===== config.mk =====
export PLATFORM = sky130hd
export DESIGN_NAME = simd_fma_operand_decode
export DESIGN_NICKNAME = d
export VERILOG_FILES = /design/src/fma_decode_pkg.sv /design/src/operand_lane_map.sv /design/src/simd_fma_operand_decode.sv
export VERILOG_INCLUDE_DIRS = /design/src /design/src/src
export SDC_FILE = /design/constraint.sdc
export NUM_CORES = 1
export LEC_CHECK = 0
export BUFFER_PORTS_ARGS = -buffer_cell sky130_fd_sc_hd__buf_2
export CAP_MARGIN = 15
export CORE_AREA = 2 2 131 133
export DETAILED_ROUTE_END_ITERATION = 12
export DIE_AREA = 0 0 133 135
export PLACE_DENSITY = 0.61
export SYNTH_ARGS = -nofsm -noshare
export SYNTH_HDL_FRONTEND = slang
export SYNTH_SLANG_ARGS = --single-unit

===== constraint.sdc =====
create_clock -name clk_sys -period 2 [get_ports clk_sys]
set_input_delay 0 -clock clk_sys [delete_from_list [all_inputs] [get_ports clk_sys]]
set_output_delay 0 -clock clk_sys [all_outputs]
set_load 0.01 [all_outputs]

===== src/fma_decode_defines.svh =====
// Constants for the SIMD fused multiply-add operand decoder.
// Assumes inclusion by bare name from every design file that needs it.
`ifndef FMA_DECODE_DEFINES_SVH
`define FMA_DECODE_DEFINES_SVH

// Instruction fields
`define OP_MSB 31
`define OP_LSB 30
`define OP3_MSB 24
`define OP3_LSB 19
`define RD_MSB 29
`define RD_LSB 25
`define RS1_MSB 18
`define RS1_LSB 14
`define RS3_MSB 13
`define RS3_LSB 9
`define VAR_MSB 8
`define VAR_LSB 7
`define SIZE_MSB 6
`define SIZE_LSB 5
`define RS2_MSB 4
`define RS2_LSB 0
`define OP_FMA 2'h2
`define OP3_FMA 6'h37
`define SIZE_SINGLE 2'h1
`define SIZE_DOUBLE 2'h2
`define SIZE_RSVD 2'h3
`define VAR_RSVD 2'h3
`define PFX_HI 2

// Trap type shown with the miscellaneous float trap
`define TRAP_TYPE_INCOMPLETE 3'h2
`define TRAP_TYPE_NONE 3'h0

// Register map, byte addresses
`define ADDR_W 5
`define REG_CTRL 5'h00
`define REG_STATUS 5'h04
`define REG_MASK 5'h08
`define REG_INFO 5'h0c
`define CTRL_FPEN 0
`define CTRL_TEM_LSB 1
`define CTRL_TEM_MSB 4
`define CTRL_RESET 32'h0000_0001
`define EVT_ILLEGAL 0
`define EVT_FPOFF 1
`define EVT_IEEE 2
`define EVT_MISC 3
`define EVT_W 4

`endif


===== src/fma_decode_pkg.sv =====
// Types shared by the SIMD fused multiply-add operand decoder.
// Assumes the defines header is compiled alongside.
package fma_decode_pkg;

  typedef logic [8:0] reg_num_t;

  typedef struct packed {
    logic [2:0] src1_prefix_bits;
    logic [2:0] src2_prefix_bits;
    logic [2:0] src3_prefix_bits;
    logic [2:0] dest_prefix_bits;
  } prefix_s;

  typedef struct packed {
    reg_num_t src1;
    reg_num_t src2;
    reg_num_t src3;
    reg_num_t dest;
  } regs_s;

  typedef struct packed {
    logic neg_product;
    logic sub_addend;
  } lane_op_s;

  typedef struct packed {
    logic nv;
    logic nx;
    logic of_;
    logic uf;
  } ieee_s;

endpackage : fma_decode_pkg


===== src/operand_lane_map.sv =====
// Maps one operand's prefix bits and 6-bit field to basic and extended
// lane register numbers. Purely combinational.
`timescale 1ns/100ps
`default_nettype none
`include "fma_decode_defines.svh"
module operand_lane_map (
  input wire logic [2:0] prefix,
  input wire logic [5:0] field,
  input wire logic simd,
  input wire logic fma,
  input wire logic pair_src,
  output fma_decode_pkg::reg_num_t basic_num,
  output fma_decode_pkg::reg_num_t ext_num
);
  import fma_decode_pkg::*;

  always_comb begin
    if (!simd) begin
      basic_num = {prefix, field};
      ext_num = {prefix, field};
    end else if (fma && pair_src) begin
      basic_num = {prefix, field};
      ext_num = {~prefix[`PFX_HI], prefix[1:0], field};
    end else begin
      // Top prefix bit never selects a register here
      basic_num = {1'b0, prefix[1:0], field};
      ext_num = {1'b1, prefix[1:0], field};
    end
  end

endmodule : operand_lane_map
`default_nettype wire


===== src/simd_fma_operand_decode.sv =====
// SIMD fused multiply-add operand and option decoder with Avalon-MM
// register slave and sticky-event interrupt.
// Assumes instruction inputs are synchronous to clk_sys and that the
// arithmetic datapath downstream reports exceptions on exc_valid.
// Functional notes
// - Basic and extended lanes decode as two independent operations.
// - Ordinary SIMD basic lane forces register-number top bit to zero.
// - With SIMD off, every operand reaches the whole register file.
// - FMA double sources one and two address any even register, extended inverts bit 8.
// - Source-one prefix top bit is bit 8 basic, inverted for extended.
// - Source-two prefix top bit decodes exactly like source one.
// - FMA third source and destination stay in their lane's half.
// - Third source and destination number: lane bit, prefix 1:0, field.
// - Top prefix bit of third source and destination selects no register.
// - Third-source top prefix bit makes extended lane reuse basic source one.
// - Destination top prefix bit negates the extended-lane product only.
// - Size 11 with var not 11 traps illegal, skipping float-off check.
// - Raises float-off, IEEE and miscellaneous incomplete-operation traps.
// - Each lane is fused: exact product, one final rounding.
// - Var picks add, subtract, negative forms; size picks single or double.
// - Negative forms negate the product before adding or subtracting.
`timescale 1ns/100ps
`default_nettype none
`include "fma_decode_defines.svh"
module simd_fma_operand_decode (
  input wire logic clk_sys,
  input wire logic rst_n,
  input wire logic [`ADDR_W-1:0] avs_address,
  input wire logic avs_read,
  input wire logic avs_write,
  input wire logic [31:0] avs_writedata,
  input wire logic [3:0] avs_byteenable,
  output logic [31:0] avs_readdata,
  output logic avs_waitrequest,
  output logic irq,
  input wire logic instr_valid,
  input wire logic [31:0] instr_word,
  input wire fma_decode_pkg::prefix_s prefix_bits,
  input wire logic simd_lane_enable,
  output logic dec_valid,
  output logic dec_fma,
  output logic dec_double,
  output fma_decode_pkg::regs_s basic_regs,
  output fma_decode_pkg::regs_s ext_regs,
  output fma_decode_pkg::lane_op_s basic_op,
  output fma_decode_pkg::lane_op_s ext_op,
  output logic illegal_trap,
  output logic float_unit_off_trap,
  input wire logic exc_valid,
  input wire fma_decode_pkg::ieee_s exc_flags,
  input wire logic exc_incomplete,
  output logic ieee_trap,
  output fma_decode_pkg::ieee_s ieee_trap_cause,
  output logic float_misc_trap,
  output logic [2:0] float_trap_type
);
  import fma_decode_pkg::*;

  // Double registers fold the low field bit into the top of the 6-bit field
  function automatic logic [5:0] field6(input logic [4:0] rs, input logic dbl);
    field6 = dbl ? {rs[0], rs[4:1], 1'b0} : {1'b0, rs};
  endfunction : field6

  logic [31:0] ctrl_ff;
  logic [`EVT_W-1:0] status_ff;
  logic [`EVT_W-1:0] mask_ff;
  logic [31:0] info_ff;
  logic ack_ff;
  logic [31:0] rdata_ff;
  logic req;
  logic acc;
  logic [31:0] rd_mux;
  logic [`EVT_W-1:0] evt_set;
  logic [`EVT_W-1:0] rd_clear;

  logic [1:0] var_f;
  logic [1:0] size_f;
  logic opc_hit;
  logic fma_hit;
  logic rsvd_hit;
  logic dbl;
  logic share;
  logic negx;
  logic [5:0] fld [4];
  logic [2:0] pfx [4];
  reg_num_t bnum [4];
  reg_num_t enum_ [4];
  logic [3:0] pair_sel;
  ieee_s tem;
  ieee_s trap_hit;

  // Avalon slave: one wait cycle, then answer
  assign req = avs_read | avs_write;
  assign acc = req & ack_ff;
  assign avs_waitrequest = req & ~ack_ff;
  assign avs_readdata = rdata_ff;

  always_ff @(posedge clk_sys) begin
    if (!rst_n) ack_ff <= 1'b0;
    else ack_ff <= req & ~ack_ff;
  end

  always_comb begin
    case (avs_address)
      `REG_CTRL: rd_mux = ctrl_ff;
      `REG_STATUS: rd_mux = {28'h000_0000, status_ff};
      `REG_MASK: rd_mux = {28'h000_0000, mask_ff};
      `REG_INFO: rd_mux = info_ff;
      default: rd_mux = 32'h0000_0000;
    endcase
  end

  // Read data captured in the wait cycle stays until the next read
  always_ff @(posedge clk_sys) begin
    if (!rst_n) rdata_ff <= 32'h0000_0000;
    else if (avs_read && !ack_ff) rdata_ff <= rd_mux;
  end

  always_ff @(posedge clk_sys) begin
    if (!rst_n) ctrl_ff <= `CTRL_RESET;
    else if (acc && avs_write && avs_address == `REG_CTRL) begin
      for (int b = 0; b < 4; b++) begin
        if (avs_byteenable[b]) ctrl_ff[b*8 +: 8] <= avs_writedata[b*8 +: 8];
      end
    end
  end

  always_ff @(posedge clk_sys) begin
    if (!rst_n) mask_ff <= '0;
    else if (acc && avs_write && avs_address == `REG_MASK && avs_byteenable[0])
      mask_ff <= avs_writedata[`EVT_W-1:0];
  end

  // Only bits the reader actually saw are cleared; a new event wins
  assign rd_clear = (acc && avs_read && avs_address == `REG_STATUS) ?
                    rdata_ff[`EVT_W-1:0] : '0;

  always_comb begin
    evt_set = '0;
    evt_set[`EVT_ILLEGAL] = illegal_trap;
    evt_set[`EVT_FPOFF] = float_unit_off_trap;
    evt_set[`EVT_IEEE] = ieee_trap;
    evt_set[`EVT_MISC] = float_misc_trap;
  end

  always_ff @(posedge clk_sys) begin
    if (!rst_n) status_ff <= '0;
    else status_ff <= (status_ff & ~rd_clear) | evt_set;
  end

  assign irq = |(status_ff & mask_ff);

  // Instruction field decode
  assign var_f = instr_word[`VAR_MSB:`VAR_LSB];
  assign size_f = instr_word[`SIZE_MSB:`SIZE_LSB];
  assign opc_hit = instr_word[`OP_MSB:`OP_LSB] == `OP_FMA &&
                   instr_word[`OP3_MSB:`OP3_LSB] == `OP3_FMA;
  assign rsvd_hit = opc_hit && size_f == `SIZE_RSVD && var_f != `VAR_RSVD;
  assign fma_hit = opc_hit && (size_f == `SIZE_SINGLE || size_f == `SIZE_DOUBLE);
  assign dbl = size_f == `SIZE_DOUBLE;
  // Options exist only for SIMD FMA; ignored elsewhere as software zeroes them
  assign share = simd_lane_enable & fma_hit &
                 prefix_bits.src3_prefix_bits[`PFX_HI];
  assign negx = simd_lane_enable & fma_hit &
                prefix_bits.dest_prefix_bits[`PFX_HI];

  assign fld[0] = field6(instr_word[`RS1_MSB:`RS1_LSB], dbl);
  assign fld[1] = field6(instr_word[`RS2_MSB:`RS2_LSB], dbl);
  assign fld[2] = field6(instr_word[`RS3_MSB:`RS3_LSB], dbl);
  assign fld[3] = field6(instr_word[`RD_MSB:`RD_LSB], dbl);
  assign pfx[0] = prefix_bits.src1_prefix_bits;
  assign pfx[1] = prefix_bits.src2_prefix_bits;
  assign pfx[2] = prefix_bits.src3_prefix_bits;
  assign pfx[3] = prefix_bits.dest_prefix_bits;
  assign pair_sel = 4'h3;

  // One lane map per operand, both lanes side by side
  for (genvar g = 0; g < 4; g++) begin : g_opnd
    operand_lane_map u_map (
      .prefix(pfx[g]),
      .field(fld[g]),
      .simd(simd_lane_enable),
      .fma(fma_hit),
      .pair_src(pair_sel[g]),
      .basic_num(bnum[g]),
      .ext_num(enum_[g])
    );
  end

  always_ff @(posedge clk_sys) begin
    if (!rst_n) dec_valid <= 1'b0;
    else dec_valid <= instr_valid & fma_hit & ctrl_ff[`CTRL_FPEN];
  end

  // Register numbers for both lanes leave together
  always_ff @(posedge clk_sys) begin
    if (!rst_n) begin
      basic_regs <= '0;
      ext_regs <= '0;
      dec_fma <= 1'b0;
      dec_double <= 1'b0;
    end else if (instr_valid) begin
      basic_regs <= '{bnum[0], bnum[1], bnum[2], bnum[3]};
      ext_regs.src1 <= share ? bnum[0] : enum_[0];
      ext_regs.src2 <= enum_[1];
      ext_regs.src3 <= enum_[2];
      ext_regs.dest <= enum_[3];
      dec_fma <= fma_hit;
      dec_double <= dbl;
    end
  end

  // Datapath keeps the product exact and rounds once per lane
  always_ff @(posedge clk_sys) begin
    if (!rst_n) begin
      basic_op <= '0;
      ext_op <= '0;
    end else if (instr_valid) begin
      basic_op <= '{var_f[1], var_f[0]};
      ext_op <= '{var_f[1] ^ negx, var_f[0]};
    end
  end

  // Illegal encoding outranks the float-off check
  always_ff @(posedge clk_sys) begin
    if (!rst_n) begin
      illegal_trap <= 1'b0;
      float_unit_off_trap <= 1'b0;
    end else begin
      illegal_trap <= instr_valid & rsvd_hit;
      float_unit_off_trap <= instr_valid & fma_hit & ~ctrl_ff[`CTRL_FPEN];
    end
  end

  assign tem = ctrl_ff[`CTRL_TEM_MSB:`CTRL_TEM_LSB];
  assign trap_hit = exc_flags & tem;

  // Incomplete operation preempts IEEE reporting for the same result
  always_ff @(posedge clk_sys) begin
    if (!rst_n) begin
      ieee_trap <= 1'b0;
      ieee_trap_cause <= '0;
      float_misc_trap <= 1'b0;
      float_trap_type <= `TRAP_TYPE_NONE;
    end else begin
      ieee_trap <= exc_valid & ~exc_incomplete & (|trap_hit);
      ieee_trap_cause <= (exc_valid & ~exc_incomplete) ? trap_hit : '0;
      float_misc_trap <= exc_valid & exc_incomplete;
      if (exc_valid && exc_incomplete) float_trap_type <= `TRAP_TYPE_INCOMPLETE;
    end
  end

  always_ff @(posedge clk_sys) begin
    if (!rst_n) info_ff <= '0;
    else if (instr_valid && opc_hit)
      info_ff <= {24'h00_0000, simd_lane_enable, rsvd_hit, negx, share,
                  dbl, fma_hit, var_f};
  end

  chk_ext_src1_inv: assert property (@(posedge clk_sys) disable iff (!rst_n)
    instr_valid && simd_lane_enable && fma_hit && !share |=>
    ext_regs.src1[8] == !basic_regs.src1[8] &&
    ext_regs.src1[7:0] == basic_regs.src1[7:0])
    else $error("extended source one does not invert bit 8");

  chk_ext_src2_inv: assert property (@(posedge clk_sys) disable iff (!rst_n)
    instr_valid && simd_lane_enable && fma_hit |=>
    ext_regs.src2 == {!basic_regs.src2[8], basic_regs.src2[7:0]})
    else $error("extended source two does not invert bit 8");

  chk_share_src1: assert property (@(posedge clk_sys) disable iff (!rst_n)
    instr_valid && share |=> ext_regs.src1 == basic_regs.src1)
    else $error("shared source one not used by extended lane");

  chk_third_lane_bit: assert property (@(posedge clk_sys) disable iff (!rst_n)
    instr_valid && simd_lane_enable |=>
    !basic_regs.src3[8] && ext_regs.src3[8] &&
    !basic_regs.dest[8] && ext_regs.dest[8])
    else $error("third source or destination left its lane half");

  chk_dest_layout: assert property (@(posedge clk_sys) disable iff (!rst_n)
    instr_valid && simd_lane_enable |=>
    basic_regs.dest[7:6] == $past(prefix_bits.dest_prefix_bits[1:0]) &&
    basic_regs.dest[5:0] == $past(fld[3]))
    else $error("destination number layout wrong");

  chk_nosimd_full: assert property (@(posedge clk_sys) disable iff (!rst_n)
    instr_valid && !simd_lane_enable |=>
    basic_regs.src3 == {$past(prefix_bits.src3_prefix_bits), $past(fld[2])})
    else $error("register range restricted with SIMD off");

  chk_ext_negate: assert property (@(posedge clk_sys) disable iff (!rst_n)
    instr_valid |=> ext_op.neg_product == (basic_op.neg_product ^ $past(negx)) &&
    ext_op.sub_addend == basic_op.sub_addend)
    else $error("extended product sign wrong");

  chk_illegal_trap: assert property (@(posedge clk_sys) disable iff (!rst_n)
    instr_valid && rsvd_hit |=> illegal_trap && !float_unit_off_trap)
    else $error("reserved size not trapped illegal");

  chk_fpoff_trap: assert property (@(posedge clk_sys) disable iff (!rst_n)
    instr_valid && fma_hit && !ctrl_ff[`CTRL_FPEN] |=>
    float_unit_off_trap && !dec_valid)
    else $error("float unit off not trapped");

  chk_misc_type: assert property (@(posedge clk_sys) disable iff (!rst_n)
    exc_valid && exc_incomplete |=>
    float_misc_trap && !ieee_trap && float_trap_type == `TRAP_TYPE_INCOMPLETE)
    else $error("incomplete operation trap wrong");

  chk_bus_answer: assert property (@(posedge clk_sys) disable iff (!rst_n)
    $rose(req) |-> avs_waitrequest ##1 !avs_waitrequest)
    else $error("bus answer not in one wait cycle");

  chk_irq_level: assert property (@(posedge clk_sys) disable iff (!rst_n)
    $rose(illegal_trap) && mask_ff[`EVT_ILLEGAL] |=> irq)
    else $error("masked-in event did not raise irq");

  chk_plain_top_zero: assert property (@(posedge clk_sys) disable iff (!rst_n)
    instr_valid && simd_lane_enable && !fma_hit |=>
    !basic_regs.src1[8] && !basic_regs.src2[8] && ext_regs.src1[8] && ext_regs.src2[8])
    else $error("plain SIMD basic lane reached the upper half");

  // A status bit may only drop when a read returned it
  chk_status_sticky: assert property (@(posedge clk_sys) disable iff (!rst_n)
    (status_ff != '0) |=> (status_ff & $past(status_ff) & ~$past(rd_clear)) ==
    ($past(status_ff) & ~$past(rd_clear)))
    else $error("status bit lost without a read");

  chk_trap_exclusive: assert property (@(posedge clk_sys) disable iff (!rst_n)
    !(illegal_trap && float_unit_off_trap))
    else $error("illegal and float-off traps raised together");

  cov_share: cover property (@(posedge clk_sys) instr_valid && share && negx);
  cov_plain_simd: cover property (@(posedge clk_sys) instr_valid && simd_lane_enable && !fma_hit);
  cov_illegal: cover property (@(posedge clk_sys) illegal_trap);
  cov_status_read: cover property (@(posedge clk_sys) |rd_clear);
  cov_double_fma: cover property (@(posedge clk_sys) dec_valid && dec_double);

endmodule : simd_fma_operand_decode
`default_nettype wire


# Yosys cells after proc, flatten, opt, wreduce, memory -nomap -nowiden

Cells that the tools add are included.

Flip-flop bits (word level): 168
Input port bits: 97
Output and inout port bits: 124
Logic and storage cells: 107

Equal/unequal tests: 9
Mux-type cells: 19
Bitwise logic cells: 24
Reductions and logical operators: 23

Operators with widths:

| cell                                                            | number |
|---|---|
| 32-bit one-hot mux with 4 select lines                          | 1 |
| 9-bit two-way mux                                               | 13 |
| 6-bit two-way mux                                               | 4 |
| 1-bit logical AND                                               | 13 |
| 1-bit bitwise AND                                               | 12 |
| 4-bit bitwise AND                                               | 3 |
| 5-bit by 4-bit == test with 1-bit output, second input constant | 2 |
| 2-bit AND reduction                                             | 5 |
| 4-bit OR reduction                                              | 2 |
| 2-bit == test, second input constant                            | 3 |
| 6-bit == test, second input constant                            | 1 |
| 5-bit by 3-bit == test with 1-bit output, second input constant | 1 |
| 5-bit zero test                                                 | 1 |
| 1-bit NOT                                                       | 5 |
| 4-bit two-way mux                                               | 1 |
| 4-bit NOT                                                       | 1 |
| 4-bit bitwise OR                                                | 1 |
| 2-bit by 1-bit == test with 1-bit output, second input constant | 1 |
| 2-bit inequality test, second input constant                    | 1 |
| 1-bit zero test                                                 | 1 |
| 1-bit logical OR                                                | 1 |
| 1-bit bitwise OR                                                | 1 |
| 1-bit XOR                                                       | 1 |

# Longest topological paths before layout

Gate-level depths: netlist of run 1.

Depth in word-level cells: 8
Depth in mapped cells: 5
Mapped depth without buffers: 5

# Hierarchy

From an unflattened synthesis of run 1, not the netlist that was laid out.

Cell total of the unflattened synthesis: 761
Area, all modules: 7,209.4 sq um

By module, submodules not included:

| module                  | instances | cells each | area each (sq um) | sequential area each (sq um) |
|---|---|---|---|---|
| simd_fma_operand_decode | 1         | 681        | 6,628.9           | 3,363.2 |
| operand_lane_map        | 4         | 20         | 145.1             | 0.0 |

# Least setup slack after synthesis of run 1

No wires, ideal clock.

Kind: input port to flip-flop
Start: input port avs_address[4]
End: register ctrl_ff[10]
Setup time: 72 ps
Arrival time: 1,293 ps
Required time: 1,928 ps
Setup slack: 636 ps
Cell stages on the path: 4
Path buffers: 1
Cell sequence: or3_1 buf_6 nor4_4 mux2i_1

Longest elaborated chain between the ends: 3

Ends and longest elaborated chain:

| element                        | RTL line                       | RTL |
|---|---|---|
| start: declaration             | simd_fma_operand_decode.sv:28  | `` input wire logic [`ADDR_W-1:0] avs_address, `` |
| 5-bit zero test                | n/a                            |  |
| 1-bit logical AND (no line)    | n/a                            |  |
| 2-bit AND reduction (no line)  | n/a                            |  |
| end signal: assignment         | simd_fma_operand_decode.sv:120 | `` if (!rst_n) ctrl_ff <= `CTRL_RESET; `` |
| end signal: indexed assignment | simd_fma_operand_decode.sv:123 | `if (avs_byteenable[b]) ctrl_ff[b*8 +: 8] <= avs_writedata[b*8 +: 8];` |
| end: declaration               | simd_fma_operand_decode.sv:64  | `logic [31:0] ctrl_ff;` |

No other way between the ends.
A chain may end at the register's enable or synchronous reset.

==> summary.md, run 1 <==
| Metric | Value |
|---|---|
| Die Wd | `133 um` |
| CP max FO | `19` |
| Core area | `16,400 um^2` |
| Fraction of layout instances using a drive strength above 1 | `31.0%` |
| Global-route wire length before repair | `27,300 um` |
| Inst Count DP | `999` |
| Gr ovfl total | `0` |
| Drt first pass iters | `4` |
| CP startpoint kind | `primary input` |
| Status | `finished clean` |
| Lkg Pwr | `3.59 nW` |
| Clock Skew | `0.00557 ns` |
| Hold Buf Count CTS | `77` |
| Main synth FF type | `dfxtp_1` |
| Worst vdd ir | `0.580 mV` |
| Synth top area share | `47.5%` |
| # clock sinks | `136` |
| Area growth from synthesis to layout | `42.9%` |
| Mapped Area | `5730 um^2` |
| Die area | `18,000 um^2` |
| Gate power share | `10.2%` |
| Worst path required time | `2.31 ns` |
| Starting Density | `34.9%` |
| Worst Path Arrival | `2.03 ns` |
| Rows | `47` |
| Synth area leader | `dfxtp_1` |
| TNS Setup | `0 ns` |
| Hpwl dp | `11,500 um` |
| Initial antenna violation count | `0` |
| Clock power share | `49.2%` |
| Top-count cell post-synth | `dfxtp_1` |
| Post-route minimum period | `1.72 ns` |
| Clock-pin slew on the worst setup and hold paths | `0.06 ns` |
| Final Hold Vio Count | `0` |
| Post-CTS setup buffers | `0` |
| CTS buffer count | `17` |
| Synth cell count leaders | `dfxtp_1, nand2_1, a21oi_1, mux2i_1, clkbuf_1` |
| Pin count of the biggest net entering global routing | `49` |
| RSZ-0062 raised after global routing | `no` |
| Setup Viol. Count Final | `0` |
| Number of global-route vias before repair | `5,207` |
| Root Buffer | `clkbuf_16` |
| GR Util All Layers | `19.3%` |
| Synth cell types | `46` |
| Top achievable clock speed | `581 MHz` |
| # IOs | `221` |
| Avg Inst Size Synth | `9.05 um^2` |
| Internal power | `5.29 mW` |
| Diode count | `0` |
| EDFF count, synth | `0` |
| Period Utilization, post-route | `86.1%` |
| Power per cell area | `845 nW/um^2` |
| # DRC | `0` |
| Final Max Tran Viols | `0` |
| TritonCTS clock tree | `done` |
| WS Path Type | `in -> reg` |
| Least-Margin Pin Slew | `0.742 ns` |
| Syn Inst Count | `633` |
| Clock Path Buffers | `2` |
| Count of buffers from port buffering | `218` |
| FFs w/ async S/R, synth | `0%` |
| DR iter-0 viols | `295` |
| Clk_lat worst skew | `0.42 ns` |
| Fin nets | `974` |
| Tightest Hold Check Type | `in -> reg` |
| Worst Setup End Kind | `flip-flop` |
| Worst slack, placed | `0.340 ns` |
| Sw Pwr | `1.63 mW` |
| CTS H-tree depth | `4` |
| Switching share of total power | `23.6%` |
| Relative max-transition margin | `50.5%` |
| Seq/Total Area, Yosys | `47.5%` |
| Worst setup margin | `0.278 ns` |
| Vias per inst | `4.88` |
| Chip Height | `135 um` |
| Seq pwr share | `40.5%` |
| WL/cell | `15.4 um` |
| Synth top area cells | `dfxtp_1, mux2i_1, nand2_1` |
| WL final | `17,100 um` |
| Post-CTS sizing | `0` |
| YS warnings | `0` |
| Post-route ant nets | `0` |
| Register bit total from synthesis | `136` |
| DR vias | `5,403` |
| Hold WS | `0.0568 ns` |
| Non-filler instance count after layout | `1,108` |
| Placer Congestion | `0.833` |
| Max-cap violations | `0` |
[path summary, 6_finish.rpt]
check / slack [ns] / endpoint / startpoint / depth (start not counted)
worst max-delay path: 0.28 / ext_regs[26]$_SDFFE_PN0P_ / instr_valid / 7
worst min-delay path: 0.06 / float_unit_off_trap$_SDFF_PN0_ / instr_word[6] / 3
worst max register to register: 0.52 / mask_ff[3]$_SDFFE_PN0P_ / ack_ff$_SDFF_PN0_ / 3
worst min register to register: 0.45 / avs_readdata[9]$_SDFFE_PN0P_ / avs_readdata[9]$_SDFFE_PN0P_ / 2
[worst max-delay path, stage by stage]
cell,delay (ns)
dlygate4sd3_1,0.51
buf_2,0.30
buf_4,0.29
nand2b_1,0.13
o221ai_1,0.16
a41oi_1,0.06
dlygate4sd3_1,0.58
[per-layer routing]
| layer | share of wire, % | vias to the layer above | global-route usage (%) |
|---|---|---|---|
| met1 | 46 | 2496 | 24.9 |
| met2 | 46 | 201 | 31.1 |
| met3 | 6.6 | 19 | 5.18 |
| met4 | 1.6 | 0 | 7.17 |
| li1 | - | 2687 | - |
| met5 | 0 | - | 0 |
[layout by cell type (no fill, tap or decap), types with 4 or more instances in the layout]
master	instances
o21a_1	4
dlygate4sd3_1	77
a22oi_1	8
mux4_2	4
o31ai_1	19
dfxtp_1	136
nand3_1	11
a31oi_1	6
nor3b_1	4
o211ai_1	5
nand2_1	92
a21oi_1	55
inv_1	9
buf_12	4
clkbuf_16	17
nand4_1	42
nor2_1	41
and4b_1	4
mux2i_1	51
bufinv_16	4
buf_2	218
nand2b_1	4
and3_1	9
buf_4	10
[kinds of logic after synthesis]
| group | share of synthesized area (%) |
|---|---|
| buffers and inverters | 9.19 |
| AO/OA/AOI/OAI | 12.1 |
| AND/OR/NAND/NOR | 20.2 |
| multiplexers | 10.5 |
| other | 0.0654 |
| flip-flops | 47.5 |
| adder cells (fa/ha/maj) | 0.437 |
[final cells by class]
class                           instances  area [um^2]
Fill cell                            1526         8210
Sequential cell                       136         2720
Multi-Input combinational cell        400         2500
Timing Repair Buffer                  309         2020
Clock buffer                           22          474
Tap cell                              220          275
Clock inverter                         10          166
Inverter                               11         41.3
[metrics by stage]
stage	util (%)	total power [mW]	instance area [um^2]
final	49.9	6.92	8190
after global routing	49.9	7.18	8190
after CTS	49.9	6.98	8190
after detailed placement	41.3	3.45	6780
after global placement	41.3	3.45	6780
after floorplan	-	3.21	5740
[power groups by stage]
stage | registers, mW | clock network (mW) | logic [mW]
finish | 2.81 | 3.41 | 0.707
global route | 2.81 | 3.61 | 0.766
CTS | 2.80 | 3.47 | 0.705
detailed placement | 2.86 | 0 | 0.589
global placement | 2.86 | 0 | 0.588
floorplan | 2.88 | 0 | 0.331
[sequential cells by signal (all words and copies together), names as in the netlist, 2 cells and up]
name / count
avs_readdata: 32
basic_regs: 36
ctrl_ff: 32
ext_op: 2
ext_regs: 4
ieee_trap_cause: 4
info_ff: 8
mask_ff: 4
status_ff: 4
(Power assumes the default switching activity.)
==> run 2: changes to the inputs <==
- CAP_MARGIN: 15 -> 20
- CORE_AREA: 2 2 131 133 -> 2 2 147 149
- DIE_AREA: 0 0 133 135 -> 0 0 149 151
- PLACE_DENSITY: 0.61 -> 0.59
- SYNTH_HIERARCHICAL: unset -> 1
==> summary.md, run 2 <==
| Metric | Value |
|---|---|
| Top Metal Used | `met4` |
| Top achievable clock speed | `651 MHz (+12%)` |
| DRT met1 WL | `8000 um (+2.6%)` |
| Gr ovfl total | `0 (unchanged)` |
| Relative max-transition margin | `64.4% (+14 points)` |
| CP max FO | `7 (-12)` |
| Worst setup margin | `0.463 ns (+0.185 ns)` |
| Synth area leader | `dfxtp_1` |
| Most frequent cells in the layout | `buf_2, dfxtp_1, nand2_1` |
| Pin count of the biggest net entering global routing | `129 (+160%)` |
| Fin nets | `1,075 (+10%)` |
| CTS H-tree depth | `4 (unchanged)` |
| Top-count cell post-synth | `dfxtp_1` |
| CP startpoint kind | `flip-flop` |
| Tightest Hold Check Type | `in -> reg` |
| Drt first pass iters | `4 (unchanged)` |
| Area growth from synthesis to layout | `31.0%` |
| Non-filler instance count after layout | `1,264 (+14%)` |
| Hold Buf Count CTS | `72 (-6.5%)` |
| Core area | `20,800 um^2 (+27%)` |
| WL met3 | `1530 um (+35%)` |
| Mapped Area | `7210 um^2 (+26%)` |
| Synth cell count leaders | `dfxtp_1, nand2_1, nor2b_1, mux2i_1, buf_4` |
| Final Max Tran Viols | `0 (unchanged)` |
| Worst Setup End Kind | `flip-flop` |
| Root Buffer | `clkbuf_16` |
| Clock-pin slew on the worst setup and hold paths | `0.07 ns (about the same)` |
| WL final | `18,000 um (+5.1%)` |
| WS Path Type | `reg -> reg` |
| Most common cell after layout, fill and taps aside | `buf_2` |
| Fraction of layout instances using a drive strength above 1 | `27.8% (-3.2 points)` |
| Die area | `22,500 um^2 (+25%)` |
| Post-CTS setup buffers | `0 (unchanged)` |
| Post-route ant nets | `0 (unchanged)` |
| Crit-path slowest cell | `dfxtp_1` |
| Post-route minimum period | `1.54 ns (-0.185 ns)` |
| Avg Inst Size Synth | `9.47 um^2 (+4.6%)` |
| EDFF count, synth | `0 (unchanged)` |
| Seq/Total Area, Yosys | `46.7% (-0.85 points)` |
| # IOs | `221 (unchanged)` |
| Final Hold Vio Count | `0 (unchanged)` |
| Rows | `53 (+13%)` |
| Lkg Pwr | `4.15 nW (+15%)` |
| Largest stage delay, worst path | `0.40 ns (-0.18 ns)` |
| CP bufs+invs | `0 (-4)` |
| DR WL met2 | `8270 um (+4.8%)` |
| Main synth FF type | `dfxtp_1` |
| Starting Density | `34.6% (-0.31 points)` |
| Initial antenna violation count | `0 (unchanged)` |
| Hold WS | `0.0172 ns (-0.0395 ns)` |
| Clk_lat worst skew | `0.42 ns (about the same)` |
| Period Utilization, post-route | `76.9% (-9.3 points)` |
| Crit-path cells | `and3_1 > nand4b_1 > mux2i_1 > nor2b_1` |
| Tot Pwr | `7.51 mW (+8.6%)` |
| RSZ-0062 raised after global routing | `no` |
| GR Util All Layers | `15.8% (-3.4 points)` |
| Register bit total from synthesis | `168 (+24%)` |
| Count of buffers from port buffering | `218 (unchanged)` |
| Setup Viol. Count Final | `0 (unchanged)` |
| DR vias | `5,806 (+7.5%)` |
| Chip Height | `151 um (+12%)` |
| Family with the most delay on the worst path | `simple AND/OR/NAND/NOR gates` |
| Worst slack, placed | `0.473 ns (+0.133 ns)` |
| FFs w/ async S/R, synth | `0% (unchanged)` |
| WL/cell | `14.2 um (-7.9%)` |
| TNS Setup | `0 ns (unchanged)` |
| Hpwl dp | `12,200 um (+5.9%)` |
| CTS buffer count | `17 (unchanged)` |
| Synth top area cells | `dfxtp_1, mux2i_1, nor2b_1` |
| # clock sinks | `168 (+24%)` |
| Synth cell types | `42 (-8.7%)` |
| Worst Path Arrival | `1.85 ns (-0.18 ns)` |
| TritonCTS clock tree | `done` |
| Vias per inst | `4.59 (-5.8%)` |
| Largest regs | `basic_regs (36), ext_regs (36)` |
| Placer Congestion | `0.758 (-9.1%)` |
| Number of global-route vias before repair | `5,516 (+5.9%)` |
| Die Wd | `149 um (+12%)` |
| YS warnings | `6 (+6)` |
| Syn Inst Count | `761 (+20%)` |
| Clock Skew | `0.00860 ns (+0.00303 ns)` |
| # DRC | `0 (unchanged)` |
| Worst vdd ir | `0.533 mV (-8.2%)` |
| Diode count | `0 (unchanged)` |
| Max-cap violations | `0 (unchanged)` |
| Status | `finished clean` |
| Power per cell area | `796 nW/um^2 (-5.8%)` |
| Least-Margin Pin Slew | `0.533 ns (-0.209 ns)` |
| Inst Count DP | `1,160 (+16%)` |
| Post-CTS sizing | `0 (unchanged)` |
| Global-route wire length before repair | `28,200 um (+3.3%)` |
| Clock Path Buffers | `2 (unchanged)` |
| Worst path required time | `2.31 ns (about the same)` |
| DR iter-0 viols | `213 (-28%)` |
| Synth top area share | `46.7% (-0.85 points)` |
[run 2: layout make-up]
| class | count | area, um^2 |
|---|---|---|
| fill | 2039 | 11400 |
| sequential | 168 | 3360 |
| multi-input combinational | 482 | 3160 |
| timing repair buffer | 305 | 1980 |
| clock buffer | 17 | 425 |
| tap | 275 | 344 |
| clock inverter | 15 | 160 |
| inverter | 2 | 7.51 |
[run 2: worst paths after layout]
path                                               startpoint                            end  slack, ns  depth (start not counted)
worst max-delay path                        ack_ff$_SDFF_PN0_        mask_ff[1]$_SDFFE_PN0P_       0.46                          4
worst min-delay path                           instr_word[25]       ext_regs[5]$_SDFFE_PN0P_       0.02                          4
worst max register to register              ack_ff$_SDFF_PN0_        mask_ff[1]$_SDFFE_PN0P_       0.46                          4
worst min register to register  avs_readdata[19]$_SDFFE_PN0P_  avs_readdata[19]$_SDFFE_PN0P_       0.45                          2
[run 2: power by group]
group	internal, mW	switching [mW]	leakage [nW]
Combinational	0.392	0.381	2.50
Clock	1.77	1.49	0.279
Sequential	3.44	0.0466	1.37
[run 2: stage by stage]
stage                     util, %  cell area [um^2]
after floorplan                 -              7240
after global placement       39.1              8140
after detailed placement     39.1              8140
after CTS                    45.3              9440
after global routing         45.3              9440
final                        45.3              9440
[run 2: logic make-up (layout without fill, tap and decap cells)]
kind of cell / count (synthesis) / in the layout / synth area share [%]
multiplexers: 83 / 83 / 12.2
AND/OR/NAND/NOR: 269 / 269 / 19.8
XOR/XNOR: 1 / 1 / 0.122
buffers and inverters: 119 / 339 / 10.0
flip-flops: 168 / 168 / 46.7
adder cells (fa/ha/maj): 2 / 2 / 0.347
AO/OA/AOI/OAI: 117 / 117 / 10.8
other: 2 / 10 / 0.104
[run 2: tightest hold or removal path: cells and delay by family]
kind	cells	cell delay [ns]
buffers and inverters	1	0.09
multiplexers	1	0.07
AND/OR/NAND/NOR	2	0.23
[run 2: per-layer routing]
layer	GRT usage, %	vias to the layer above
li1	-	2948
met5	0	-
met3	6.02	10
met4	4.05	0
met1	19.4	2672
met2	26.3	176
==> run 3: changes to the inputs <==
- PLACE_DENSITY: 0.59 -> 0.61
- clock period: 2 -> 1.4 ns (I/O delays scaled with it)
==> summary.md, run 3 (synthesized netlist as in run 2, its figures left out) <==
| Metric | Value |
|---|---|
| WL/cell | `14.1 um (-0.59%)` |
| FILL cells | `2,012 (-1.3%)` |
| Power per cell area | `1120 nW/um^2 (+40%)` |
| Hpwl dp | `12,300 um (+0.68%)` |
| R2R depth | `4 (unchanged)` |
| Worst Setup SP | `rst_n` |
| Number of global-route vias before repair | `5,692 (+3.2%)` |
| Fraction of layout instances using a drive strength above 1 | `29.0% (+1.2 points)` |
| Clk_lat worst skew | `0.42 ns (about the same)` |
| Reg-to-reg startpoint | `ack_ff$_SDFF_PN0_` |
| Largest regs | `basic_regs (36), ext_regs (36)` |
| Diode count | `0 (unchanged)` |
| Worst Setup End Kind | `flip-flop` |
| Non-filler instance count after layout | `1,281 (+1.3%)` |
| Most frequent cells in the layout | `buf_2, dfxtp_1, nand2_1` |
| Drt first pass iters | `5 (+1)` |
| Reg2Reg Setup Slack | `0.20 ns (-0.26 ns)` |
| Count of buffers from port buffering | `218 (unchanged)` |
| CTS buffer count | `17 (unchanged)` |
| Worst R2R End | `avs_readdata[31]$_SDFFE_PN0P_` |
| RSZ-0062 raised after global routing | `no` |
| Top achievable clock speed | `734 MHz` |
| CP startpoint kind | `primary input` |
| Setup Viol. Count Final | `0 (unchanged)` |
| Most common cell after layout, fill and taps aside | `buf_2` |
| Post-route ant nets | `0 (unchanged)` |
| Fin nets | `1,092 (+1.6%)` |
| GR Util All Layers | `16.2% (+0.39 points)` |
| Hold WS | `0.0214 ns (+0.00420 ns)` |
| Final Hold Vio Count | `0 (unchanged)` |
| Clock Skew | `0.00631 ns (-0.00229 ns)` |
| DR vias | `5,868 (+1.1%)` |
| Rows | `53 (unchanged)` |
| Post-route minimum period | `1.36 ns` |
| TritonCTS clock tree | `done` |
| Inst Count DP | `1,172 (+1.0%)` |
| Placer Congestion | `0.764 (+0.86%)` |
| Period Utilization, post-route | `97.3%` |
| DR iter-0 viols | `196 (-8.0%)` |
| Status | `finished clean` |
| Vias per inst | `4.58 (-0.27%)` |
| WL final | `18,100 um (+0.75%)` |
| Tightest Hold Check Type | `in -> reg` |
| Chip Height | `151 um (unchanged)` |
| Pin count of the biggest net entering global routing | `84 (-35%)` |
| Final Max Tran Viols | `0 (unchanged)` |
| Worst vdd ir | `0.738 mV (+38%)` |
| Worst path required time | `1.72 ns (-0.59 ns)` |
| Global-route wire length before repair | `28,900 um (+2.5%)` |
| Die Wd | `149 um (unchanged)` |
| Final core utilization | `46.1% (+0.79 points)` |
| Clock-pin slew on the worst setup and hold paths | `0.07 ns (about the same)` |
| # clock sinks | `168 (unchanged)` |
| Placed instance area | `8240 um^2 (+1.3%)` |
| Initial antenna violation count | `0 (unchanged)` |
| Root Buffer | `clkbuf_16` |
| # DRC | `0 (unchanged)` |
| Post-layout instance area | `9610 um^2 (+1.7%)` |
| Gr ovfl total | `0 (unchanged)` |
| Clock Path Buffers | `2 (unchanged)` |
| Max-cap violations | `0 (unchanged)` |
| Lkg Pwr | `4.23 nW (+2.0%)` |
| Core area | `20,800 um^2 (unchanged)` |
| # IOs | `221 (unchanged)` |
| Die area | `22,500 um^2 (unchanged)` |
| Worst Path Arrival | `1.68 ns (-0.17 ns)` |
| WS Path Type | `in -> reg` |
| CP max FO | `26 (+19)` |
| Area growth from synthesis to layout | `33.2%` |
| CP Capture Point | `float_trap_type[1]$_SDFFE_PN0P_` |
| Starting Density | `34.6% (unchanged)` |
| CTS H-tree depth | `4 (unchanged)` |
## run 3: changes by cell type in the layout (fill, tap and decap cells not counted), moves of 2 or more
cell / previous run / this run
dlygate4sd3_1: 72 / 76
clkinv_4: 2 / 4
inv_8: 3 / 5
inv_6: 4 / 2
buf_4: 13 / 24
## run 3: how the worst min path moves through the flow
stage                       from                       endpoint  slack (ns)  cells after the start
2_1_floorplan  avs_writedata[24]       ctrl_ff[24]$_SDFFE_PN0P_        0.13                      2
3_3_place_gp   avs_writedata[30]       ctrl_ff[30]$_SDFFE_PN0P_        0.22                      3
3_5_place_dp   avs_writedata[30]       ctrl_ff[30]$_SDFFE_PN0P_        0.22                      3
4_1_cts                exc_valid  ieee_trap_cause[2]$_SDFF_PN0_       0.009                      3
5_1_grt                exc_valid  ieee_trap_cause[0]$_SDFF_PN0_        0.04                      3
6_report               exc_valid  ieee_trap_cause[0]$_SDFF_PN0_        0.02                      3
## run 3: area by class of cell
type | count | area [um^2] | share of cell area (%)
Inverter | 2 | 7.51 | 0.0782
Clock inverter | 15 | 156 | 1.63
Multi-Input combinational cell | 482 | 3170 | 33.0
Sequential cell | 168 | 3360 | 35.0
Clock buffer | 17 | 425 | 4.43
Timing Repair Buffer | 322 | 2130 | 22.2
Tap cell | 275 | 344 | 3.58
## run 3: repair_timing
item | in CTS | in global routing
endpoints found under the setup margin | 0 | 22
setup buffers | 0 | 1
hold buffers | 76 | 0
hold endpoints to repair | 115 | 0
gates resized for setup | 0 | 4
## run 3: worst max-delay path, cell delays in order
cell and delay (ns):
dlygate4sd3_1 0.56, buf_6 0.19, and3_1 0.20, dlygate4sd3_1 0.58
a21o_1 0.16
## run 3: per-stage QoR
step	setup slack (ns)	TNS [ns]	total power, mW
finish	0.0380	0	10.7
global route	0.0234	0	11.2
CTS	0.0263	0	10.9
detailed placement	-0.0702	-0.405	6.06
global placement	-0.0283	-0.220	6.06
floorplan	0.106	0	5.75
## run 3: where the power goes
group	leakage [nW]	total [mW]	internal [mW]	switching [mW]
registers	1.37	4.98	4.91	0.0682
logic	2.58	1.14	0.586	0.553
clock network	0.279	4.60	2.38	2.22
total	4.23	10.7	7.88	2.84
## run 3: per-layer routing
metal  vias up  global-route usage (%)  share of wire, %
met4         0                    5.95               1.5
met2       187                    26.0                45
li1       2992                       -                 -
met1      2669                    20.7                47
met3        20                    4.85               6.9
met5         -                       0                 0
